$ cat src/disk_cmd_map.vh
// register address, command word fields, opcodes and field lengths of the disk command issue block
`ifndef DISK_CMD_MAP_VH
`define DISK_CMD_MAP_VH

`define DISK_COMMAND_WORD_ADDR  8'h10
`define DISK_COMMAND_WORD_RESET 8'h00

`define CMD_MULTI_BIT     7
`define CMD_START_SEL_BIT 6
`define CMD_OP_MSB        4

`define OP_NO_OPERATION   5'h00
`define OP_IGNORE_HDR_LO  5'h04
`define OP_COMPARE_HDR_LO 5'h08
`define OP_COMPARE_HDR_HI 5'h0b
`define OP_STORE_HEADERS  5'h08

`define DATA_IGNORE 2'h0
`define DATA_VERIFY 2'h1
`define DATA_WRITE  2'h2
`define DATA_READ   2'h3

`define DRIVE_SOFT   2'h0
`define DRIVE_PSEUDO 2'h1
`define DRIVE_HARD   2'h2

`define CHECK_CRC16 2'h0
`define CHECK_ECC32 2'h1
`define CHECK_ECC48 2'h2
`define CHECK_ECC56 2'h3
`define CHECK_BYTES_CRC16 17'h00002
`define CHECK_BYTES_ECC32 17'h00004
`define CHECK_BYTES_ECC48 17'h00006
`define CHECK_BYTES_ECC56 17'h00007

`define MIN_DATA_WORDS   16'h0008
`define INDEX_MISS_LIMIT 2'h2
`define PAD_BYTE         8'h00

`define FIFO_WIDTH  8
`define FIFO_DEPTH  8
`define FIFO_ADDR_W 3

`endif

$ cat src/byte_fifo.v
// small fifo with registered read data, used between the disk byte stream and buffer memory
`timescale 1ns/10ps
module byte_fifo #(
  parameter WIDTH  = 8,
  parameter DEPTH  = 8,
  parameter ADDR_W = 3
) (
  input  wire             i_ref_clk,
  input  wire             i_rst,
  input  wire             i_in_valid,
  input  wire [WIDTH-1:0] i_in_data,
  output wire             o_in_ready,
  output reg              o_out_valid,
  output reg  [WIDTH-1:0] o_out_data,
  input  wire             i_out_ready
);
  // depth must be a power of two so the pointers wrap on their own
  localparam [ADDR_W:0] FULL = DEPTH[ADDR_W:0];

  reg [WIDTH-1:0]  mem [0:DEPTH-1];
  reg [ADDR_W-1:0] wr_ptr_q;
  reg [ADDR_W-1:0] rd_ptr_q;
  reg [ADDR_W:0]   count_q;

  wire push = i_in_valid & o_in_ready;
  wire pop  = (count_q != {(ADDR_W+1){1'b0}}) & (~o_out_valid | i_out_ready);

  assign o_in_ready = (count_q != FULL);

  always @(posedge i_ref_clk) begin
    if (push) begin
      mem[wr_ptr_q] <= i_in_data;
    end
  end

  always @(posedge i_ref_clk or posedge i_rst) begin
    if (i_rst) begin
      wr_ptr_q    <= {ADDR_W{1'b0}};
      rd_ptr_q    <= {ADDR_W{1'b0}};
      count_q     <= {(ADDR_W+1){1'b0}};
      o_out_valid <= 1'b0;
      o_out_data  <= {WIDTH{1'b0}};
    end else begin
      if (push) begin
        wr_ptr_q <= wr_ptr_q + 1'b1;
      end
      if (pop) begin
        rd_ptr_q    <= rd_ptr_q + 1'b1;
        o_out_data  <= mem[rd_ptr_q];
        o_out_valid <= 1'b1;
      end else if (i_out_ready) begin
        o_out_valid <= 1'b0;
      end
      if (push & ~pop) begin
        count_q <= count_q + 1'b1;
      end else if (pop & ~push) begin
        count_q <= count_q - 1'b1;
      end
    end
  end
endmodule

$ cat src/disk_command_issue.v
// disk command issue: command word, start condition, per-sector header and data segment sequencing
//
// What this block does
// - writing the command word launches an operation once its start condition holds
// - bit 7 picks multi-sector, bit 6 picks the start condition
// - single sector ends after one; multi steps number and count until zero
// - start-on-timer-zero starts at timer zero and ignores the start select
// - select one: soft immediate, pseudo after mark found, hard index or sector
// - select zero: soft index, pseudo first mark after index, hard index
// - command word copied to a working copy at start; next may be written
// - no operation counts gap, check and postamble, no gates, then completes
// - multi-sector no operation still steps sector number and count
// - opcodes 4-7 find header sync, count header, optionally check header
// - opcode 4 finds data sync, counts data, checks only when enabled
// - verify compares each data byte with buffer byte, optional data check
// - 6/7 write or read data; A/B do so only after header match
// - opcode 8 stores header bytes, pads odd counts, and syncs and checks as a header compare
// - single compare ends on match, error, or two index pulses unmatched
// - compare header verify data turns buffer parity checking off
// - data field length 16 bytes up to 131070 bytes in two-byte steps
// - each segment carries 16-bit check code or 32/48/56-bit correcting code
// - visible counts never change while the read strobe is active
// - gap field before each preamble spaces read gate against write gate
`timescale 1ns/10ps
`include "disk_cmd_map.vh"
module disk_command_issue (
  input  wire        i_ref_clk,
  input  wire        i_rst,
  input  wire [7:0]  i_reg_addr,
  input  wire [7:0]  i_reg_wdata,
  input  wire        i_wr_strobe,
  input  wire        i_rd_strobe,
  input  wire        i_start_on_timer_zero,
  input  wire        i_timer_zero,
  input  wire [1:0]  i_drive_type,
  input  wire        i_index,
  input  wire        i_sector_pulse,
  input  wire        i_address_mark_found,
  input  wire        i_byte_tick,
  input  wire [7:0]  i_rd_byte,
  input  wire        i_header_sync_found,
  input  wire        i_data_sync_found,
  input  wire        i_header_match,
  input  wire        i_header_check_en,
  input  wire        i_data_check_en,
  input  wire        i_check_error,
  input  wire [1:0]  i_check_type,
  input  wire [7:0]  i_gap_bytes,
  input  wire [7:0]  i_post_index_gap_bytes,
  input  wire [3:0]  i_header_bytes,
  input  wire [15:0] i_data_words,
  input  wire [7:0]  i_postamble_bytes,
  input  wire [7:0]  i_sector_number_init,
  input  wire [7:0]  i_sector_count_init,
  input  wire [7:0]  i_buf_rd_data,
  input  wire        i_buf_rd_valid,
  output wire        o_buf_rd_ready,
  output wire        o_buf_wr_valid,
  output wire [7:0]  o_buf_wr_data,
  input  wire        i_buf_wr_ready,
  output wire        o_read_gate,
  output wire        o_write_gate,
  output reg  [7:0]  o_wr_byte,
  output wire        o_busy,
  output reg         o_op_complete,
  output reg         o_op_error,
  output wire        o_buf_parity_check_en,
  output reg  [7:0]  o_sector_number,
  output reg  [7:0]  o_sector_count
);
  localparam [12:0] S_IDLE      = 13'h0001;
  localparam [12:0] S_WAIT      = 13'h0002;
  localparam [12:0] S_POST_GAP  = 13'h0004;
  localparam [12:0] S_HDR_GAP   = 13'h0008;
  localparam [12:0] S_HDR_SYNC  = 13'h0010;
  localparam [12:0] S_HDR_BYTES = 13'h0020;
  localparam [12:0] S_HDR_CHECK = 13'h0040;
  localparam [12:0] S_DATA_GAP  = 13'h0080;
  localparam [12:0] S_DATA_SYNC = 13'h0100;
  localparam [12:0] S_DATA_BYTE = 13'h0200;
  localparam [12:0] S_DATA_CHK  = 13'h0400;
  localparam [12:0] S_POSTAMBLE = 13'h0800;
  localparam [12:0] S_DONE      = 13'h1000;

  function [16:0] check_len;
    input [1:0] kind;
    begin
      case (kind)
        `CHECK_CRC16: check_len = `CHECK_BYTES_CRC16;
        `CHECK_ECC32: check_len = `CHECK_BYTES_ECC32;
        `CHECK_ECC48: check_len = `CHECK_BYTES_ECC48;
        default:      check_len = `CHECK_BYTES_ECC56;
      endcase
    end
  endfunction

  function is_compare;
    input [4:0] code;
    begin
      is_compare = (code >= `OP_COMPARE_HDR_LO) && (code <= `OP_COMPARE_HDR_HI);
    end
  endfunction

  function is_supported;
    input [4:0] code;
    begin
      is_supported = (code == `OP_NO_OPERATION) ||
                     ((code >= `OP_IGNORE_HDR_LO) && (code <= `OP_COMPARE_HDR_HI));
    end
  endfunction

  reg [7:0]  cmd_q;
  reg        pending_q;
  reg [7:0]  work_q;
  reg [12:0] state_q;
  reg [16:0] cnt_q;
  reg [7:0]  sec_num_q;
  reg [7:0]  sec_cnt_q;
  reg        seen_index_q;
  reg [1:0]  miss_q;
  reg        pad_q;
  reg        start_met;

  wire [4:0] op        = work_q[`CMD_OP_MSB:0];
  wire       multi     = work_q[`CMD_MULTI_BIT];
  wire       start_sel = work_q[`CMD_START_SEL_BIT];
  wire [1:0] data_kind = op[1:0];
  wire       is_nop    = (op == `OP_NO_OPERATION);
  wire       compare   = is_compare(op);
  wire       writing   = ~is_nop & (data_kind == `DATA_WRITE);
  wire       verifying = ~is_nop & (data_kind == `DATA_VERIFY);
  wire       reading   = ~is_nop & (data_kind == `DATA_READ);

  wire       cmd_hit   = i_wr_strobe & (i_reg_addr == `DISK_COMMAND_WORD_ADDR);
  wire       load      = (state_q == S_IDLE) & pending_q;
  wire       cnt_end   = (cnt_q == 17'h00000) | ((cnt_q == 17'h00001) & i_byte_tick);

  // shorter programmed fields are raised to the 16 byte floor
  wire [15:0] words    = (i_data_words < `MIN_DATA_WORDS) ? `MIN_DATA_WORDS : i_data_words;
  wire [16:0] data_len = {words, 1'b0};
  wire [16:0] chk_len  = check_len(i_check_type);
  wire [16:0] gap_len  = {9'h000, i_gap_bytes};
  wire [16:0] post_len = {9'h000, i_postamble_bytes};
  wire [16:0] hdr_len  = {13'h0000, i_header_bytes};

  // disk to buffer path: stored headers, pad bytes and read data
  wire       store_hdr = (state_q == S_HDR_BYTES) & (op == `OP_STORE_HEADERS) & i_byte_tick;
  wire       store_dat = (state_q == S_DATA_BYTE) & reading & i_byte_tick;
  wire       push      = store_hdr | store_dat | pad_q;
  wire [7:0] push_data = pad_q ? `PAD_BYTE : i_rd_byte;
  wire       fifo_ready;
  // the disk cannot be stalled, so a full fifo ends the command with an error
  wire       overrun   = push & ~fifo_ready;

  // buffer to disk path: write data and verify reference bytes
  wire       need_buf  = (state_q == S_DATA_BYTE) & (writing | verifying) & i_byte_tick;
  wire       underrun  = need_buf & ~i_buf_rd_valid;
  wire       mismatch  = need_buf & verifying & i_buf_rd_valid & (i_buf_rd_data != i_rd_byte);
  wire       fault     = overrun | underrun | mismatch;
  wire [7:0] sec_cnt_dec = sec_cnt_q - 8'h01;

  assign o_buf_rd_ready = need_buf;
  assign o_busy         = (state_q != S_IDLE) | pending_q;
  // parity of buffer memory is not checked while compare header verify data runs
  assign o_buf_parity_check_en = (state_q != S_IDLE) & (writing | verifying) & ~(compare & verifying);

  // gates are decoded from state; the gap states hold both low so no splice reaches the synchroniser
  assign o_read_gate  = ~is_nop & (
                        (state_q == S_HDR_SYNC) | (state_q == S_HDR_BYTES) | (state_q == S_HDR_CHECK) |
                        (~writing & ((state_q == S_DATA_SYNC) | (state_q == S_DATA_BYTE) |
                                     (state_q == S_DATA_CHK))));
  assign o_write_gate = writing & ((state_q == S_DATA_BYTE) | (state_q == S_DATA_CHK));

  always @* begin
    start_met = 1'b0;
    if (i_start_on_timer_zero) begin
      start_met = i_timer_zero;
    end else if (start_sel) begin
      case (i_drive_type)
        `DRIVE_SOFT:   start_met = 1'b1;
        `DRIVE_PSEUDO: start_met = i_address_mark_found;
        `DRIVE_HARD:   start_met = i_index | i_sector_pulse;
        default:       start_met = 1'b0;
      endcase
    end else begin
      case (i_drive_type)
        `DRIVE_SOFT:   start_met = i_index;
        `DRIVE_PSEUDO: start_met = i_address_mark_found & seen_index_q;
        `DRIVE_HARD:   start_met = i_index;
        default:       start_met = 1'b0;
      endcase
    end
  end

  byte_fifo #(
    .WIDTH  (`FIFO_WIDTH),
    .DEPTH  (`FIFO_DEPTH),
    .ADDR_W (`FIFO_ADDR_W)
  ) u_fifo (
    .i_ref_clk   (i_ref_clk),
    .i_rst       (i_rst),
    .i_in_valid  (push),
    .i_in_data   (push_data),
    .o_in_ready  (fifo_ready),
    .o_out_valid (o_buf_wr_valid),
    .o_out_data  (o_buf_wr_data),
    .i_out_ready (i_buf_wr_ready)
  );

  always @(posedge i_ref_clk or posedge i_rst) begin
    if (i_rst) begin
      cmd_q           <= `DISK_COMMAND_WORD_RESET;
      pending_q       <= 1'b0;
      work_q          <= `DISK_COMMAND_WORD_RESET;
      state_q         <= S_IDLE;
      cnt_q           <= 17'h00000;
      sec_num_q       <= 8'h00;
      sec_cnt_q       <= 8'h00;
      seen_index_q    <= 1'b0;
      miss_q          <= 2'h0;
      pad_q           <= 1'b0;
      o_wr_byte       <= 8'h00;
      o_op_complete   <= 1'b0;
      o_op_error      <= 1'b0;
      o_sector_number <= 8'h00;
      o_sector_count  <= 8'h00;
    end else begin
      o_op_complete <= 1'b0;
      pad_q         <= 1'b0;
      if (cmd_hit) begin
        cmd_q <= i_reg_wdata;
      end
      // a write landing in the load cycle keeps the new word pending
      pending_q <= cmd_hit | (pending_q & ~load);
      // visible copies freeze while the processor reads
      if (!i_rd_strobe) begin
        o_sector_number <= sec_num_q;
        o_sector_count  <= sec_cnt_q;
      end
      if (need_buf && i_buf_rd_valid && writing) begin
        o_wr_byte <= i_buf_rd_data;
      end
      if (cnt_q != 17'h00000 && i_byte_tick) begin
        cnt_q <= cnt_q - 17'h00001;
      end
      if (fault && state_q != S_IDLE) begin
        o_op_error <= 1'b1;
        state_q    <= S_DONE;
      end else begin
        case (state_q)
          S_IDLE: begin
            if (load) begin
              work_q       <= cmd_q;
              sec_num_q    <= i_sector_number_init;
              sec_cnt_q    <= i_sector_count_init;
              seen_index_q <= 1'b0;
              miss_q       <= 2'h0;
              o_op_error   <= 1'b0;
              state_q      <= S_WAIT;
            end
          end
          S_WAIT: begin
            if (!is_supported(op)) begin
              o_op_error <= 1'b1;
              state_q    <= S_DONE;
            end else if (start_met) begin
              cnt_q   <= {9'h000, i_post_index_gap_bytes};
              state_q <= S_POST_GAP;
            end else if (i_index) begin
              seen_index_q <= 1'b1;
            end
          end
          S_POST_GAP: begin
            if (cnt_end) begin
              cnt_q   <= is_nop ? chk_len : gap_len;
              state_q <= is_nop ? S_DATA_CHK : S_HDR_GAP;
            end
          end
          S_HDR_GAP: begin
            if (cnt_end) begin
              state_q <= S_HDR_SYNC;
            end
          end
          S_HDR_SYNC: begin
            if (i_header_sync_found) begin
              cnt_q   <= hdr_len;
              state_q <= S_HDR_BYTES;
            end
          end
          S_HDR_BYTES: begin
            if (cnt_end) begin
              pad_q   <= (op == `OP_STORE_HEADERS) & i_header_bytes[0];
              cnt_q   <= chk_len;
              state_q <= S_HDR_CHECK;
            end
          end
          S_HDR_CHECK: begin
            if (cnt_end) begin
              if (i_header_check_en && i_check_error) begin
                o_op_error <= 1'b1;
                state_q    <= S_DONE;
              end else if (!compare || i_header_match) begin
                cnt_q   <= gap_len;
                state_q <= S_DATA_GAP;
              end else begin
                cnt_q   <= gap_len;
                state_q <= S_HDR_GAP;
              end
            end
          end
          S_DATA_GAP: begin
            if (cnt_end) begin
              cnt_q   <= data_len;
              state_q <= writing ? S_DATA_BYTE : S_DATA_SYNC;
            end
          end
          S_DATA_SYNC: begin
            if (i_data_sync_found) begin
              cnt_q   <= data_len;
              state_q <= S_DATA_BYTE;
            end
          end
          S_DATA_BYTE: begin
            if (cnt_end) begin
              cnt_q   <= chk_len;
              state_q <= S_DATA_CHK;
            end
          end
          S_DATA_CHK: begin
            if (cnt_end) begin
              if (!is_nop && !writing && i_data_check_en && i_check_error) begin
                o_op_error <= 1'b1;
                state_q    <= S_DONE;
              end else begin
                cnt_q   <= post_len;
                state_q <= S_POSTAMBLE;
              end
            end
          end
          S_POSTAMBLE: begin
            if (cnt_end) begin
              if (multi) begin
                sec_num_q <= sec_num_q + 8'h01;
                sec_cnt_q <= sec_cnt_dec;
                if (sec_cnt_dec == 8'h00) begin
                  state_q <= S_DONE;
                end else if (is_nop) begin
                  cnt_q   <= {9'h000, i_post_index_gap_bytes};
                  state_q <= S_POST_GAP;
                end else begin
                  cnt_q   <= gap_len;
                  state_q <= S_HDR_GAP;
                end
              end else begin
                state_q <= S_DONE;
              end
            end
          end
          S_DONE: begin
            o_op_complete <= 1'b1;
            state_q       <= S_IDLE;
          end
          default: begin
            state_q <= S_IDLE;
          end
        endcase
        // a compare that passes a second index without a match gives up
        if (compare && i_index &&
            (state_q == S_HDR_GAP || state_q == S_HDR_SYNC ||
             state_q == S_HDR_BYTES || state_q == S_HDR_CHECK)) begin
          if (miss_q == `INDEX_MISS_LIMIT - 2'h1) begin
            o_op_error <= 1'b1;
            state_q    <= S_DONE;
          end
          miss_q <= miss_q + 2'h1;
        end
      end
    end
  end
endmodule

$ cat config.mk
export PLATFORM = sky130hd
export DESIGN_NAME = disk_command_issue
export DESIGN_NICKNAME = d
export VERILOG_FILES = /design/src/byte_fifo.v /design/src/disk_command_issue.v
export VERILOG_INCLUDE_DIRS = /design/src
export SDC_FILE = /design/constraint.sdc
export NUM_CORES = 1
export LEC_CHECK = 0
export BUFFER_PORTS_ARGS = -buffer_cell sky130_fd_sc_hd__buf_2
export CELL_PAD_IN_SITES_DETAIL_PLACEMENT = 1
export CELL_PAD_IN_SITES_GLOBAL_PLACEMENT = 1
export CORE_ASPECT_RATIO = 1.4
export CORE_UTILIZATION = 45
export DETAILED_ROUTE_END_ITERATION = 7
export PLACE_DENSITY_LB_ADDON = 0.1
export SLEW_MARGIN = 20
export SYNTH_ARGS = -nofsm -noshare
export SYNTH_HDL_FRONTEND = slang
export SYNTH_HIERARCHICAL = 1
export SYNTH_SLANG_ARGS = --single-unit
$ cat constraint.sdc
create_clock -name i_ref_clk -period 3.8 [get_ports i_ref_clk]
set_input_delay 0.76 -clock i_ref_clk [delete_from_list [all_inputs] [get_ports i_ref_clk]]
set_output_delay 0.76 -clock i_ref_clk [all_outputs]
set_load 0.01 [all_outputs]
# Word-level counts from Yosys, hierarchy flattened
# Memory sizes are Yosys's and may differ from the RTL's. A register that Yosys moved wholly into a read port is not among the register bits.
# Index checks and enable logic that the tools add are counted.
# totals
reg_bits	104
mem_bits_rw	64
inputBits	114
word_cells	248
n_memories	1
# mem_list
name	words	word_bits	rd	rd_ports_with_merged_regs	wr	line_no	rtl
u_fifo.mem	8	8	1	1	1	byte_fifo.v:20	reg [WIDTH-1:0] mem [0:DEPTH-1];
# classes
addsub	8
magnitude_cmp	4
n_eq_ne	33
n_mux	88
n_bitwise	56
n_reduce_logical	39
# ops
op	count
two-way mux 17 bit	17
two-way mux 13 bit	20
case mux 13 bit (12 select lines)	1
case mux 17 bit (9 select lines)	1
two-way mux 8 bit	9
case mux 8 bit (2 select lines)	2
AND 1 bit	30
two-way mux 1 bit	24
== test 17 x 1 -> 1 bit, second input constant	1
zero test 17 bit	1
nonzero test 17 bit	1
subtractor 17 x 1 -> 17 bit, second input constant	1
< comparator 16 x 4 -> 1 bit, second input constant	1
two-way mux 16 bit	1
OR 1 bit	16
== test 13 x 1 -> 1 bit, second input constant	1
== test 13 x 10 -> 1 bit, second input constant	1
== test 13 x 11 -> 1 bit, second input constant	1
== test 13 x 12 -> 1 bit, second input constant	1
== test 13 bit, second input constant	1
== test 13 x 2 -> 1 bit, second input constant	1
== test 13 x 3 -> 1 bit, second input constant	1
== test 13 x 4 -> 1 bit, second input constant	1
== test 13 x 5 -> 1 bit, second input constant	1
other kinds (42)	93

# Depth between registers and ports, before layout
# logic_depth
depth_word	13
ltp_mapped	14
mapped_depth_nobuf	14

# Hierarchy
# The synthesis kept the hierarchy.
# by_module_without_submodules
module	instances	cells_per_inst	area_each_um2	seq_area_each_um2
disk_command_issue	1	715	6261.0	2278.4
byte_fifo	1	224	3394.5	2397.3

# Least setup slack after synthesis
# Ideal clock, no wire load.
# synth_path
path_type	reg-to-reg
start	register state_q[2]
end	register u_fifo.count_q[3]
arrival_ns	3.128
t_required_ns	3.674
setup_slack_ns	0.546
stages_incl_launch_ff	13
synth_period_minus_slack_ns	3.254
cell_sequence	dfrtp_1 -> nor4_1 -> nand3_1 -> o21ai_0 -> nand2_2 -> inv_2 -> ha_1 -> inv_1 -> ha_1 -> a21o_1 -> a2111oi_2 -> a31oi_1 -> a221o_1
# synth_via
elab_chain_cells	9
word_cells_on_any_way	14
# synth_lines
element	line_no	rtl
start: declaration	disk_command_issue.v:115	reg [12:0] state_q;
start signal: assignment	disk_command_issue.v:276	state_q <= is_nop ? S_DATA_CHK : S_HDR_GAP;
start signal: assignment	disk_command_issue.v:314	state_q <= writing ? S_DATA_BYTE : S_DATA_SYNC;
== test 13 x 6 -> 1 bit / == test 13 x 10 -> 1 bit (equally long branches)	disk_command_issue.v:147, disk_command_issue.v:148	
AND 1 bit (on tied branches) (2 in series)	disk_command_issue.v:147, disk_command_issue.v:148	
OR 1 bit * (2 in series)	disk_command_issue.v:149	wire push = store_hdr | store_dat | pad_q;
named net push	disk_command_issue.v:149	
AND 1 bit *	byte_fifo.v:25	wire push = i_in_valid & o_in_ready;
named net u_fifo.push	byte_fifo.v:25	
inverter 1 bit	byte_fifo.v:56	end else if (pop & ~push) begin
AND 1 bit	byte_fifo.v:56	
nonzero test 2 bit (no source line)	n/a	
end signal: assignment	byte_fifo.v:40	count_q <= {(ADDR_W+1){1'b0}};
end signal: assignment	byte_fifo.v:55	count_q <= count_q + 1'b1;
end signal: assignment	byte_fifo.v:57	count_q <= count_q - 1'b1;
end: declaration	byte_fifo.v:23	reg [ADDR_W:0] count_q;
# Mark *: on every way through the listed nets, which the timed path passes. The rest lies on a longest branch.
# A chain may end at the register's enable or synchronous reset.

# Worst setup path in the final report
# layout_path
start	register state_q[4]
end	output o_read_gate
# layout_via
elab_chain_cells	6
word_cells_on_any_way	13
# layout_lines
element	line_no	rtl
== test 13 x 9 -> 1 bit / == test 13 x 10 -> 1 bit (equally long branches)	disk_command_issue.v:170	(~writing & ((state_q == S_DATA_SYNC) | (state_q == S_DATA_BYTE) |
OR 1 bit (2 in series)	disk_command_issue.v:170	
AND 1 bit	disk_command_issue.v:170	
OR 1 bit *	disk_command_issue.v:169	(state_q == S_HDR_SYNC) | (state_q == S_HDR_BYTES) | (state_q == S_HDR_CHECK) |
AND 1 bit *	disk_command_issue.v:168	assign o_read_gate = ~is_nop & (
end: declaration	disk_command_issue.v:61	output wire o_read_gate,
# Mark *: on every way between the ends. The rest lies on a longest branch, timed or not.

==> impl_metrics.tcl <==
set metrics [dict create \
    status "completed" \
    critical_path_required_ns 3.04 \
    fp.dieArea_um2 22100 \
    unrepaired_setup_endpoints_after_global_routing "no" \
    yosysSeqAreaShare_pct 48.4 \
    grt.total_usage_pct 27.7 \
    crit_type "flop to output port" \
    synth.cell_area_um2 9660 \
    timing.max_cap.violations 0 \
    synth.avg_cell_area_um2 10.3 \
    gr-usage-met3_pct 4.66 \
    remaining_drc_errors 0 \
    worstPathCellList "or4_4, or3_1, or3_1, nor2_1, nor2_1, nor2_1, buf_2" \
    place.gp.congestion 0.913 \
    ir_worst_vdd_uv 368 \
    worst_pin_slew_ns 0.978 \
    detail_route.first_pass.iterations 6 \
    first_global_vias 8876 \
    cts_num_sinks 174 \
    clk_path_buf_depth 2 \
    global_route.usage.met2_pct 53.1 \
    fmaxAchievable_ghz 0.272 \
    cp_num_buf_inv 1 \
    power.switching_mw 1.93 \
    finish.instance_area_um2 11600 \
    boundaryPins 154 \
    critical_path_peak_fanout 12 \
    die_w_um 126 \
    ant_nets 0 \
    timing_hold_violations_final 0 \
    detailed_place_hpwl_um 22500 \
    avgRoutedWirePerCell_um 21.2 \
    tritoncts "built" \
    start_util_pct 45.7 \
    ys.flop_type "sky130_fd_sc_hd__dfrtp_1" \
    design.core.area_um2 21100 \
    total_leakage_power_nw 4.94 \
    yosys_register_bits 174 \
    drv_slew 0 \
    drt_iter0_drc 327 \
    combinational_power_share_pct 28.4 \
    timing.critical_path.from_type "flop" \
    grt_pass1_wl_um 46700 \
    placement_rows 63 \
    synthesis.instances 939 \
    vias 8239 \
    min_path_type "primary input to asynchronous set/reset pin" \
    most-common-layout-cells "sky130_fd_sc_hd__buf_2, sky130_fd_sc_hd__dfrtp_1, sky130_fd_sc_hd__nand2_1" \
    final_layout_size_suffix_gt1_share_pct 27.8 \
    power_per_cell_area_nw_per_um2 506 \
    clkPwrFrac_pct 30.6 \
    initial_antenna_violation_count 0 \
    syn_to_final_growth_pct 20.0 \
    mostFrequentLayoutCell "sky130_fd_sc_hd__buf_2" \
    r2r_setup_slack_ns 0.31 \
    final.setup_skew_ns 0.0105 \
    tritoncts.num_buffers 17 \
    final_min_period_over_clock_period_pct 96.6 \
    max-slew-margin-rel_pct 34.2 \
    port_buffers 152 \
    cts.reportedPaths.clkPinSlew_ns 0.07 \
    cp-end-kind "output port" \
    critical_path.max_stage_delay_ns 0.67 \
    diodes 0 \
    number_of_nets_in_the_synthesized_netlist 1070 \
    worst_skew_pair.late_latency_ns 0.44 \
    number_of_flops_mapped_to_enable_cells_by_yosys 64 \
    cts_setup_buffers 0 \
    power_switching_share_pct 32.9 \
    ctsRootBufferMaster "sky130_fd_sc_hd__clkbuf_16" \
    worst_path_dominant_cell_family "simple AND/OR/NAND/NOR gates" \
    critPathMostFrequentCell "sky130_fd_sc_hd__nor2_1" \
    final_period_minus_worst_setup_slack_ns 3.67 \
    number_of_unique_standard_cell_types_used_by_synthesis 88 \
    int_pwr_mw 3.93 \
    cts_hold_buffers 0 \
    critical_path_slowest_stage_cell "sky130_fd_sc_hd__or4_4" \
    timing.final.setup_violations 0 \
    cts.htree.levels 4 \
    crit_arrival_ns 2.91 \
    global_route.peak_usage_layer "met2" \
    fp.dieH_um 175 \
    grt_max_degree 52 \
    nFillCells 2430 \
    detail_route.wirelength_um 29500 \
    grt.overflow.total 0 \
    global_routing_met1_resource_utilization_pct 28.6 \
    totalNegativeSetupSlack_ns 0 \
    final_nets 1248 \
    number_of_vias_per_cell_after_detailed_routing 5.93 \
    async_flop_share_pct 63.2 \
    number_of_warnings_printed_during_yosys_synthesis 6 \
    cts-resized-gates 1 \
    place_area_um2 11000 \
    sequentialPowerShare_pct 41.0 \
]
## path summary, 6_finish.rpt
kind | depth (start not counted) | to | startpoint
max reg2reg | 13 | u_fifo/count_q[3]$_DFFE_PP0P_ | state_q[4]$_DFF_PP0_
min in group i_ref_clk | 2 | work_q[2]$_DFFE_PP0P_ | cmd_q[2]$_DFFE_PP0P_
max in group asynchronous | 3 | state_q[5]$_DFF_PP0_ | i_rst
min | 2 | cmd_q[0]$_DFFE_PP0P_ | i_rst
min reg2reg | 2 | work_q[2]$_DFFE_PP0P_ | cmd_q[2]$_DFFE_PP0P_
max | 7 | o_read_gate | state_q[4]$_DFF_PP0_
## synthesized netlist by cell type (all sizes together) (9+ instances only)
library cell	n	area (um2)
ha	16	200
edfxtp	64	1920
a21o	9	67.6
nor4	24	178
inv	36	135
nor3	29	150
mux2i	34	340
nand2b	18	115
nor4b	15	138
a21oi	55	275
a22oi	20	150
nand2	79	302
clkbuf	28	105
o21ai	68	340
mux2	35	394
buf	20	116
or3	12	75.1
nor2b	12	75.1
nor2	50	188
xnor2	24	210
nand3	35	175
dfrtp	109	2730
xor2	10	87.6
## cells by family after synthesis
kind of cell / count (synthesis) / share of synthesized area [%]
AND/OR/NAND/NOR: 338 / 19.8
XOR/XNOR: 34 / 3.08
AO/OA/AOI/OAI: 223 / 15.1
multiplexers: 69 / 7.61
adder cells (fa/ha/maj): 17 / 2.28
flip-flops: 174 / 48.4
buffers and inverters: 84 / 3.69
## sequential cells by signal, indices dropped and copies added, names as in the netlist, 2 cells and up
register	flops
cmd_q	7
cnt_q	17
miss_q	2
o_sector_count	8
o_sector_number	8
o_wr_byte	8
sec_cnt_q	8
sec_num_q	8
state_q	13
u_fifo/count_q	4
u_fifo/mem	64
u_fifo/o_out_data	8
u_fifo/rd_ptr_q	3
u_fifo/wr_ptr_q	3
work_q	7
## power by group through the flow
stage	logic (mW)	clock network [mW]	registers (mW)
floorplan	1.12	0	2.42
global placement	1.62	0	2.43
detailed placement	1.66	0	2.44
CTS	1.67	1.84	2.41
global route	1.83	1.91	2.44
finish	1.66	1.79	2.41
## metrics by stage
stage / power, mW / hold slack [ns] / setup WS, ns / std cells / utilization (%)
6_report: 5.86 / 0.384 / 0.130 / 1390 / 54.8
5_1_grt: 6.18 / 0.429 / 0.0428 / 1390 / 54.8
4_1_cts: 5.92 / 0.393 / 0.0791 / 1390 / 54.8
3_5_place_dp: 4.11 / 0.459 / 0.410 / 1358 / 51.9
3_3_place_gp: 4.05 / 0.454 / 0.462 / 1358 / 51.9
2_1_floorplan: 3.54 / 0.440 / 0.546 / 939 / -
## layer usage
metal  part of all wire [%]  vias up
met5                      0        -
met4                    4.3        0
met3                    3.2       71
met2                     55      208
met1                     37     4106
li1                       -     3854
## cell type report
| class | instances | area, um2 | area share, % |
|---|---|---|---|
| Sequential cell | 174 | 4680 | 40.4 |
| Tap cell | 260 | 325 | 2.81 |
| Timing Repair Buffer | 207 | 1190 | 10.2 |
| Inverter | 36 | 138 | 1.19 |
| Clock inverter | 13 | 156 | 1.35 |
| Multi-Input combinational cell | 681 | 4650 | 40.1 |
| Clock buffer | 19 | 453 | 3.91 |
Note: power is estimated with default switching activity, not from simulation.
